## config.mk

```make
export PLATFORM = sky130hd
export DESIGN_NAME = sip_port_bank
export DESIGN_NICKNAME = d
export VERILOG_FILES = /design/src/rtl/sip_pkg.sv /design/src/rtl/sip_sync2.sv /design/src/rtl/sip_port_bank.sv
export SDC_FILE = /design/constraint.sdc
export NUM_CORES = 1
export LEC_CHECK = 0
export ABC_AREA = 1
export BUFFER_PORTS_ARGS = -buffer_cell sky130_fd_sc_hd__buf_2
export CORE_MARGIN = 4
export CORE_UTILIZATION = 25
export CTS_CLUSTER_DIAMETER = 40
export DETAILED_ROUTE_END_ITERATION = 8
export SYNTH_ARGS = -nofsm -noshare
export SYNTH_HDL_FRONTEND = slang
export SYNTH_HIERARCHICAL = 1
export SYNTH_SLANG_ARGS = --single-unit
```

## constraint.sdc

```tcl
create_clock -name sys_clk -period 1.5 [get_ports sys_clk]
set_input_delay 0.3 -clock sys_clk [delete_from_list [all_inputs] [get_ports sys_clk]]
set_output_delay 0.3 -clock sys_clk [all_outputs]
set_load 0.005 [all_outputs]
```

## src/rtl/sip_pkg.sv

```systemverilog
// Purpose: constants for the system I/O port bank
// Assumes: 16-bit host I/O address, 8-bit data
// Notes:   offsets are host I/O byte addresses
package sip_pkg;
	localparam int          ADDR_W          = 16;
	localparam int          DATA_W          = 8;
	localparam logic [15:0] KBD_CODE_OFS    = 16'h0060;
	localparam logic [15:0] SYS_CTRL_OFS    = 16'h0061;
	localparam logic [15:0] SPLIT_IO_OFS    = 16'h0062;
	localparam logic [15:0] DMA_PAGE_BASE   = 16'h0080;
	localparam logic [15:0] NMI_MASK_BASE   = 16'h00A0;
	localparam logic [1:0]  DMA_PAGE_CH2    = 2'h1;
	localparam logic [1:0]  DMA_PAGE_CH3    = 2'h2;
	localparam logic [1:0]  DMA_PAGE_CH01   = 2'h3;
	localparam int          CTRL_GATE_BIT   = 0;
	localparam int          CTRL_SPK_BIT    = 1;
	localparam int          CTRL_SEL_LO_BIT = 5;
	localparam int          CTRL_SEL_HI_BIT = 6;
	localparam int          CTRL_CLR_BIT    = 7;
	localparam int          SPLIT_DATA_BIT  = 1;
	localparam int          SPLIT_CLK_BIT   = 2;
	localparam int          SPLIT_TMR_BIT   = 5;
	localparam logic [7:0]  CTRL_RST        = 8'h00;
	localparam logic [3:0]  SPLIT_OUT_RST   = 4'h0;
	localparam logic [7:0]  KBD_RST         = 8'h00;
	localparam logic [7:0]  RELEASE_OFS     = 8'h80;
endpackage

```

## src/rtl/sip_sync2.sv

```systemverilog
// Purpose: two flip-flop synchroniser for pin inputs
// Assumes: sys_clk domain
// Notes:   first stage feeds only the second
`timescale 1ns/100ps
module sip_sync2 #(
	parameter int W = 1
) (
	input  wire logic         sys_clk,
	input  wire logic         rst_n,
	input  wire logic [W-1:0] d,
	output logic      [W-1:0] q
);
	logic [W-1:0] meta_reg;

	always_ff @(posedge sys_clk or negedge rst_n) begin
		if (!rst_n) begin
			meta_reg <= '0;
			q        <= '0;
		end else begin
			meta_reg <= d;
			q        <= meta_reg;
		end
	end
endmodule // sip_sync2

```

## src/rtl/sip_port_bank.sv

```systemverilog
// Purpose: system I/O port bank on the host I/O bus
// Assumes: synchronous one-cycle read and write strobes from host logic
// Notes:   page and mask registers are decoded only, selects to outside
//
// Overview of operation
// - Keyboard port reads latched eight-bit code
// - Control port readable, returns last written value
// - Control bit 0 enables timer 2 gate
// - Control bit 1 drives speaker data
// - Control bits 2-4 have no function
// - Control bits 5,6 are sound select
// - Writing control bit 7 clears keyboard code unless a new code latches in that cycle
// - Third port accepts writes and reads
// - Third port low nibble out, high in
// - Third port bit 1 drives serial data
// - Third port bit 2 drives serial clock
// - Third port bit 5 returns timer 2
// - Page select from A3-A15, A0-A1 passed
// - Channel 0,1 page at fourth location
// - Mask register ignores A0 to A2
`timescale 1ns/100ps
module sip_port_bank
	import sip_pkg::*;
(
	input  wire logic              sys_clk,
	input  wire logic              rst_n,
	input  wire logic [ADDR_W-1:0] io_addr,
	input  wire logic [DATA_W-1:0] io_wdata,
	input  wire logic              io_wr,
	input  wire logic              io_rd,
	output logic      [DATA_W-1:0] io_rdata,
	output logic                   io_rvalid,
	input  wire logic [DATA_W-1:0] kbd_code,
	input  wire logic              kbd_strobe,
	input  wire logic              timer2_out,
	output logic                   timer2_gate,
	output logic                   speaker_data,
	output logic                   sound_select_lo,
	output logic                   sound_select_hi,
	output logic                   kbd_clear,
	output logic                   multi_data,
	output logic                   multi_clock,
	output logic                   dma_page_cs,
	output logic      [1:0]        dma_page_idx,
	output logic                   dma_page_ch01,
	output logic                   nmi_mask_cs
);
	// ****************************************
	// Elaboration checks
	// ****************************************
	if (ADDR_W != 16 || DATA_W != 8) begin : g_bad_width
		$error("port bank serves only a 16-bit address and 8-bit data");
	end

	// ****************************************
	// Decode
	// ****************************************
	function automatic logic match_mask(input logic [15:0] a, input logic [15:0] base,
		input int ign);
		logic [15:0] m;
		m = 16'hFFFF << ign;
		return (a & m) == (base & m);
	endfunction

	logic       sel_kbd;
	logic       sel_ctrl;
	logic       sel_split;
	logic       sel_page;
	logic       sel_nmi;
	logic [7:0] ctrl_reg;
	logic [3:0] split_out_reg;
	logic [7:0] kbd_reg;
	logic       tmr_sync;
	logic       kstb_sync;
	logic       kstb_d_reg;
	logic [7:0] kcode_sync;

	assign sel_kbd   = io_addr == KBD_CODE_OFS;
	assign sel_ctrl  = io_addr == SYS_CTRL_OFS;
	assign sel_split = io_addr == SPLIT_IO_OFS;
	assign sel_page  = match_mask(io_addr, DMA_PAGE_BASE, 3);
	assign sel_nmi   = match_mask(io_addr, NMI_MASK_BASE, 3);

	// ****************************************
	// Pin synchronisers
	// ****************************************
	sip_sync2 #(.W(10)) u_sync (
		.sys_clk (sys_clk),
		.rst_n   (rst_n),
		.d       ({timer2_out, kbd_strobe, kbd_code}),
		.q       ({tmr_sync, kstb_sync, kcode_sync})
	);

	// ****************************************
	// Control and third port registers
	// ****************************************
	always_ff @(posedge sys_clk or negedge rst_n) begin
		if (!rst_n) begin
			ctrl_reg <= CTRL_RST;
		end else if (io_wr && sel_ctrl) begin
			ctrl_reg <= io_wdata;
		end
	end

	always_ff @(posedge sys_clk or negedge rst_n) begin
		if (!rst_n) begin
			split_out_reg <= SPLIT_OUT_RST;
		end else if (io_wr && sel_split) begin
			split_out_reg <= io_wdata[3:0];
		end
	end

	// ****************************************
	// Keyboard code latch
	// ****************************************
	always_ff @(posedge sys_clk or negedge rst_n) begin
		if (!rst_n) begin
			kstb_d_reg <= 1'b0;
			kbd_reg    <= KBD_RST;
		end else begin
			kstb_d_reg <= kstb_sync;
			if (kstb_sync && !kstb_d_reg) begin
				kbd_reg <= kcode_sync;
			end else if (io_wr && sel_ctrl && io_wdata[CTRL_CLR_BIT]) begin
				kbd_reg <= KBD_RST;
			end
		end
	end

	// ****************************************
	// Outputs
	// ****************************************
	always_ff @(posedge sys_clk or negedge rst_n) begin
		if (!rst_n) begin
			timer2_gate     <= 1'b0;
			speaker_data    <= 1'b0;
			sound_select_lo <= 1'b0;
			sound_select_hi <= 1'b0;
			kbd_clear       <= 1'b0;
			multi_data      <= 1'b0;
			multi_clock     <= 1'b0;
		end else begin
			timer2_gate     <= ctrl_reg[CTRL_GATE_BIT];
			speaker_data    <= ctrl_reg[CTRL_SPK_BIT];
			sound_select_lo <= ctrl_reg[CTRL_SEL_LO_BIT];
			sound_select_hi <= ctrl_reg[CTRL_SEL_HI_BIT];
			kbd_clear       <= io_wr && sel_ctrl && io_wdata[CTRL_CLR_BIT];
			multi_data      <= split_out_reg[SPLIT_DATA_BIT];
			multi_clock     <= split_out_reg[SPLIT_CLK_BIT];
		end
	end

	always_ff @(posedge sys_clk or negedge rst_n) begin
		if (!rst_n) begin
			dma_page_cs   <= 1'b0;
			dma_page_idx  <= 2'h0;
			dma_page_ch01 <= 1'b0;
			nmi_mask_cs   <= 1'b0;
		end else begin
			dma_page_cs   <= (io_wr || io_rd) && sel_page;
			dma_page_idx  <= io_addr[1:0];
			dma_page_ch01 <= (io_wr || io_rd) && sel_page
				&& io_addr[1:0] == DMA_PAGE_CH01;
			nmi_mask_cs   <= (io_wr || io_rd) && sel_nmi;
		end
	end

	// ****************************************
	// Read path
	// ****************************************
	always_ff @(posedge sys_clk or negedge rst_n) begin
		if (!rst_n) begin
			io_rdata  <= 8'h00;
			io_rvalid <= 1'b0;
		end else begin
			io_rvalid <= io_rd && (sel_kbd || sel_ctrl || sel_split);
			if (!io_rd) begin
				io_rdata <= 8'h00;
			end else if (sel_kbd) begin
				io_rdata <= kbd_reg;
			end else if (sel_ctrl) begin
				io_rdata <= ctrl_reg;
			end else if (sel_split) begin
				io_rdata <= {2'b00, tmr_sync, 1'b0, split_out_reg};
			end else begin
				io_rdata <= 8'h00;
			end
		end
	end
endmodule // sip_port_bank

```

Word-level counts from Yosys, hierarchy flattened. Index checks and enable logic that the tools add are counted.

Muxes and demuxes: 6. Eq/ne operators: 6. Reduce and logical (&&, ||, !) cells: 13.

Operator list (number): == test 16 x 7 -> 1 bit, second input constant (3); 2-to-1 mux 8 bit (5); == test 13 x 5 -> 1 bit, second input constant (2); logical AND 1 bit (8); 2-to-1 mux 6 bit (1); logical OR 1 bit (3); == test 2 bit, second input constant (1); nonzero test 2 bit (1); logical NOT 1 bit (1).

Flip-flop bits (word level): 62. Word-level logic and storage cells: 44. Output and inout bits: 21. Input port bits: 38.

Logic depth before layout (Yosys ltp).
Word-level depth: 5. Depth in mapped cells: 10. Mapped depth without buffers: 9.

Modules after synthesis. The synthesis kept the hierarchy.

Modules (own cells, without submodules): sip_port_bank (instances 1, sequential area each 1051.0 um^2, cells each 205, area each 1845.5 um^2); sip_sync2 (instances 1, sequential area each 500.5 um^2, cells each 20, area each 500.5 um^2).

Least setup slack after synthesis. No wires, ideal clock.

Path kind: input port to flip-flop. From: input port io_addr[9]. To: register ctrl_reg[7]. Stages: 9. Path buffers: 1. Path slack: 0.161 ns. Data required time: 1.377 ns. Setup time: 0.123 ns. Arrival: 1.216 ns. Cells stage by stage: nor2_1 nand2_2 nor2_8 nand3_4 inv_4 nand2_4 buf_6 nand2_1 nand2_1.

Word-level cells in the longest chain between the ends: 2.

Ends and longest elaborated chain: from (decl) (line sip_port_bank.sv:27) `input wire logic [ADDR_W-1:0] io_addr,`; == test 16 x 7 -> 1 bit (line sip_port_bank.sv:79) `assign sel_ctrl = io_addr == SYS_CTRL_OFS;`; logical AND 1 bit (line sip_port_bank.sv:100) `end else if (io_wr && sel_ctrl) begin`; to (signal assigned) (line sip_port_bank.sv:101) `ctrl_reg <= io_wdata;`; to (decl) (line sip_port_bank.sv:70) `logic [7:0] ctrl_reg;`.

No other way between the ends. A chain may end at the register's enable or synchronous reset.

Worst setup path after layout.
From: input port io_addr[9]. To: register ctrl_reg[2].

Same word-level chain as after synthesis.

==> flow_summary.json <==
{
  "synth.net_count": 263,
  "cp-end-kind": "flip-flop",
  "antennaDiodeCount": 0,
  "slowest_delay_ns": 0.16,
  "first_pass_grt_wire_length_mm": 8.89,
  "dp.cells": 400,
  "mappedNetlistArea_sq_um": 2350,
  "synthToLayoutAreaGrowth_pct": 30.2,
  "detail-route-antenna-nets": 0,
  "finalHoldViolations": 0,
  "portBuffers": 58,
  "cap_viol_max_count": 0,
  "cts-root-to-sink-buffers": 2,
  "final_cell_mix": "62 x dfrtp_1, 58 x buf_2, 51 x nand2_1",
  "syn_area_per_cell_sq_um": 10.4,
  "antenna_found_initial": 0,
  "gp_congestion": 0.825,
  "final_max_slew_violation_count": 0,
  "crit_arrival_ns": 1.40,
  "maximum_frequency_from_static_timing_analysis_mhz": 850,
  "min_period_ns": 1.18,
  "timing.hold.worst.class": "in2reg",
  "cell_chain_of_the_critical_path": "buf_2, nor2_1, nand2_2, nor2_8, nand3_4, inv_4, nand2_4, nand2_1, o21ai_2",
  "run_status": "completed",
  "finalCritPeriodShare_pct": 78.4,
  "grt_use_total_pct": 10.3,
  "wl_mm": 5.09,
  "r2r_end": "kbd_reg[2]",
  "top_family_by_delay_on_critical_path": "simple AND/OR/NAND/NOR gates",
  "synth.top_cell.area_share_pct": 66.1,
  "required_ns": 1.72,
  "post_route_cells_drive_above_1_share_pct": 33.4,
  "clkTransAtPathRegs_ns": 0.06,
  "fin_total_pwr_mw": 3.47,
  "dieHeight_microns": 105,
  "path_buf_inv": 2,
  "synth.yosys.warnings": 6,
  "p_sw_mw": 0.746,
  "multiInputGateArea_sq_um": 691,
  "route.detailed.wl_per_inst_microns": 12.2,
  "first_pass_iters": 4,
  "worst_ir_drop_vdd_uv": 543,
  "cts_resized": 0,
  "comb_power_share_pct": 5.8,
  "cts.sinks": 62,
  "hpwl_reported_at_the_end_of_detailed_placement_mm": 3.75,
  "clock_tree_from_tritoncts": "yes",
  "sequential_fraction_of_the_synthesis_area_pct": 66.1,
  "power.switching_fraction_pct": 21.5,
  "floorplan.die_area_sq_um": 11000,
  "critical_path_class": "in2reg",
  "yosys_register_bits": 62,
  "route.detailed.vias_per_inst": 4.18,
  "setup_repair_after_global_routing_missed_its_margin": "false",
  "setup-tns-final_ns": 0,
  "number_of_standard_cells_after_synthesis": 225,
  "maximum_fanout_encountered_on_the_critical_timing_path": 13,
  "cell_internal_pwr_mw": 2.73,
  "fill_cells": 951,
  "initial_utilization_pct": 25.5,
  "timing.critical_path.depth": 9,
  "root_buffer_selected_by_cts": "clkbuf_8",
  "worstSetupStartpointType": "input pin",
  "power_frac_clock_pct": 43.6,
  "fp.coreArea_sq_um": 9200,
  "cts_max_level": 3,
  "worst_hold_path.endpoint": "u_sync/meta_reg[5]",
  "post-synth-top-area-cell": "dfrtp_1",
  "layout.nets": 339,
  "overflow": 0,
  "post_route_core_utilization_pct": 33.2,
  "top_level_ports": 59,
  "tightest_slew_ns": 0.325,
  "worst_slew_margin_rel_pct": 78.3,
  "ys_top_cells_by_area": "dfrtp_1 66%, nand2_1 8.2%, nor2_1 5.1%",
  "p_seq_share_pct": 50.6,
  "grt_start_max_net_pins": 63,
  "finalNonFillerCells": 416,
  "route.detailed.drc": 0,
  "r2r_setup_slack_ns": 0.59,
  "clock_insertion_delay_worst_skew_ns": 0.33,
  "hp-start": "kbd_code[5]",
  "die_width_microns": 105,
  "layout.area.seq_sq_um": 1550,
  "vias": 1738,
  "power_density_nw_per_um2": 1140,
  "worst_setup_skew_after_layout_ns": 0.00705,
  "worst_r2r_path_depth": 5,
  "hold_depth": 1,
  "critical_path.reg2reg.startpoint": "u_sync/q[8]",
  "power.static_leakage_nw": 1.64,
  "synth_cell_types": 21,
  "mostFrequentLayoutCell": "dfrtp_1",
  "grt_pass1_vias": 1854,
  "drt_iter0_markers": 73,
  "floorplan.rows": 35,
  "report.final.setup_viol": 0,
  "total_clock_buffers_created_by_cts": 9,
  "worst_path_max_delay_cell": "nor2_8"
}
## worst max-delay path by stage
stage,start,endpoint
final,io_addr[9],ctrl_reg[2]
after floorplan,io_addr[9],ctrl_reg[7]
after CTS,io_addr[9],ctrl_reg[2]
after detailed placement,io_addr[9],ctrl_reg[2]
after global routing,io_addr[3],split_out_reg[3]
after global placement,io_addr[9],ctrl_reg[2]
## routing by layer
layer  track usage (%)  share of wire [%]
met3              4.57                7.8
met4              3.94                1.6
met5                 0                  0
met1              13.4                 46
met2              14.9                 44
## layout make-up
cell class              count  area share, %
inverters                  22           2.79
clock buffers              10           4.18
multi-input cells         139           22.6
flip-flops and latches     62           50.8
clock inverters             5           2.46
well taps                 111           4.55
repair buffers             67           12.6
## logic make-up (layout without fill, tap and decap cells)
group                  Yosys count  after routing  share of synthesized area (%)
AOI/OAI and AO/OA               17             17                           4.27
buffers and inverters           24            104                           4.43
DFF                             62             62                           66.1
and+or+nand+nor                122            122                           25.2
## power groups by stage
stage,Combinational [mW],Clock (mW),Sequential [mW]
finish,0.201,1.52,1.76
global placement,0.198,0,1.79
global route,0.235,1.65,1.76
detailed placement,0.203,0,1.79
floorplan,0.0764,0,1.78
CTS,0.206,1.56,1.76
## synth_stat cells
| library cell | n |
|---|---|
| nor2_1 | 32 |
| nand2_1 | 51 |
| nor2_4 | 2 |
| o21ai_2 | 4 |
| buf_4 | 1 |
| nand4_2 | 2 |
| dfrtp_1 | 62 |
| nor2_8 | 1 |
| nand2_2 | 3 |
| inv_2 | 3 |
| nand3_1 | 14 |
| nand3_4 | 1 |
| a21oi_1 | 3 |
| nand2_4 | 1 |
| inv_1 | 18 |
| nor2_2 | 4 |
| nand4_1 | 10 |
| buf_6 | 1 |
| and3_1 | 1 |
| inv_4 | 1 |
| o21ai_0 | 10 |
## metrics by stage
| stage | hold WS (ns) | instance area (sq um) | setup slack, ns |
|---|---|---|---|
| 3_5_place_dp | 0.333 | 2840 | -0.0359 |
| 3_3_place_gp | 0.331 | 2840 | -0.0285 |
| 4_1_cts | 0.0511 | 3050 | 0.324 |
| 6_report | 0.0746 | 3050 | 0.324 |
| 5_1_grt | 0.0447 | 3050 | 0.158 |
| 2_1_floorplan | 0.00441 | 2350 | 0.161 |
## repair_timing
item	4_1_cts	5_1_grt
buffers inserted	0	0
endpoints found under the hold margin	62	0
hold buffers	1	0
Power figures use the tool's default switching activity.
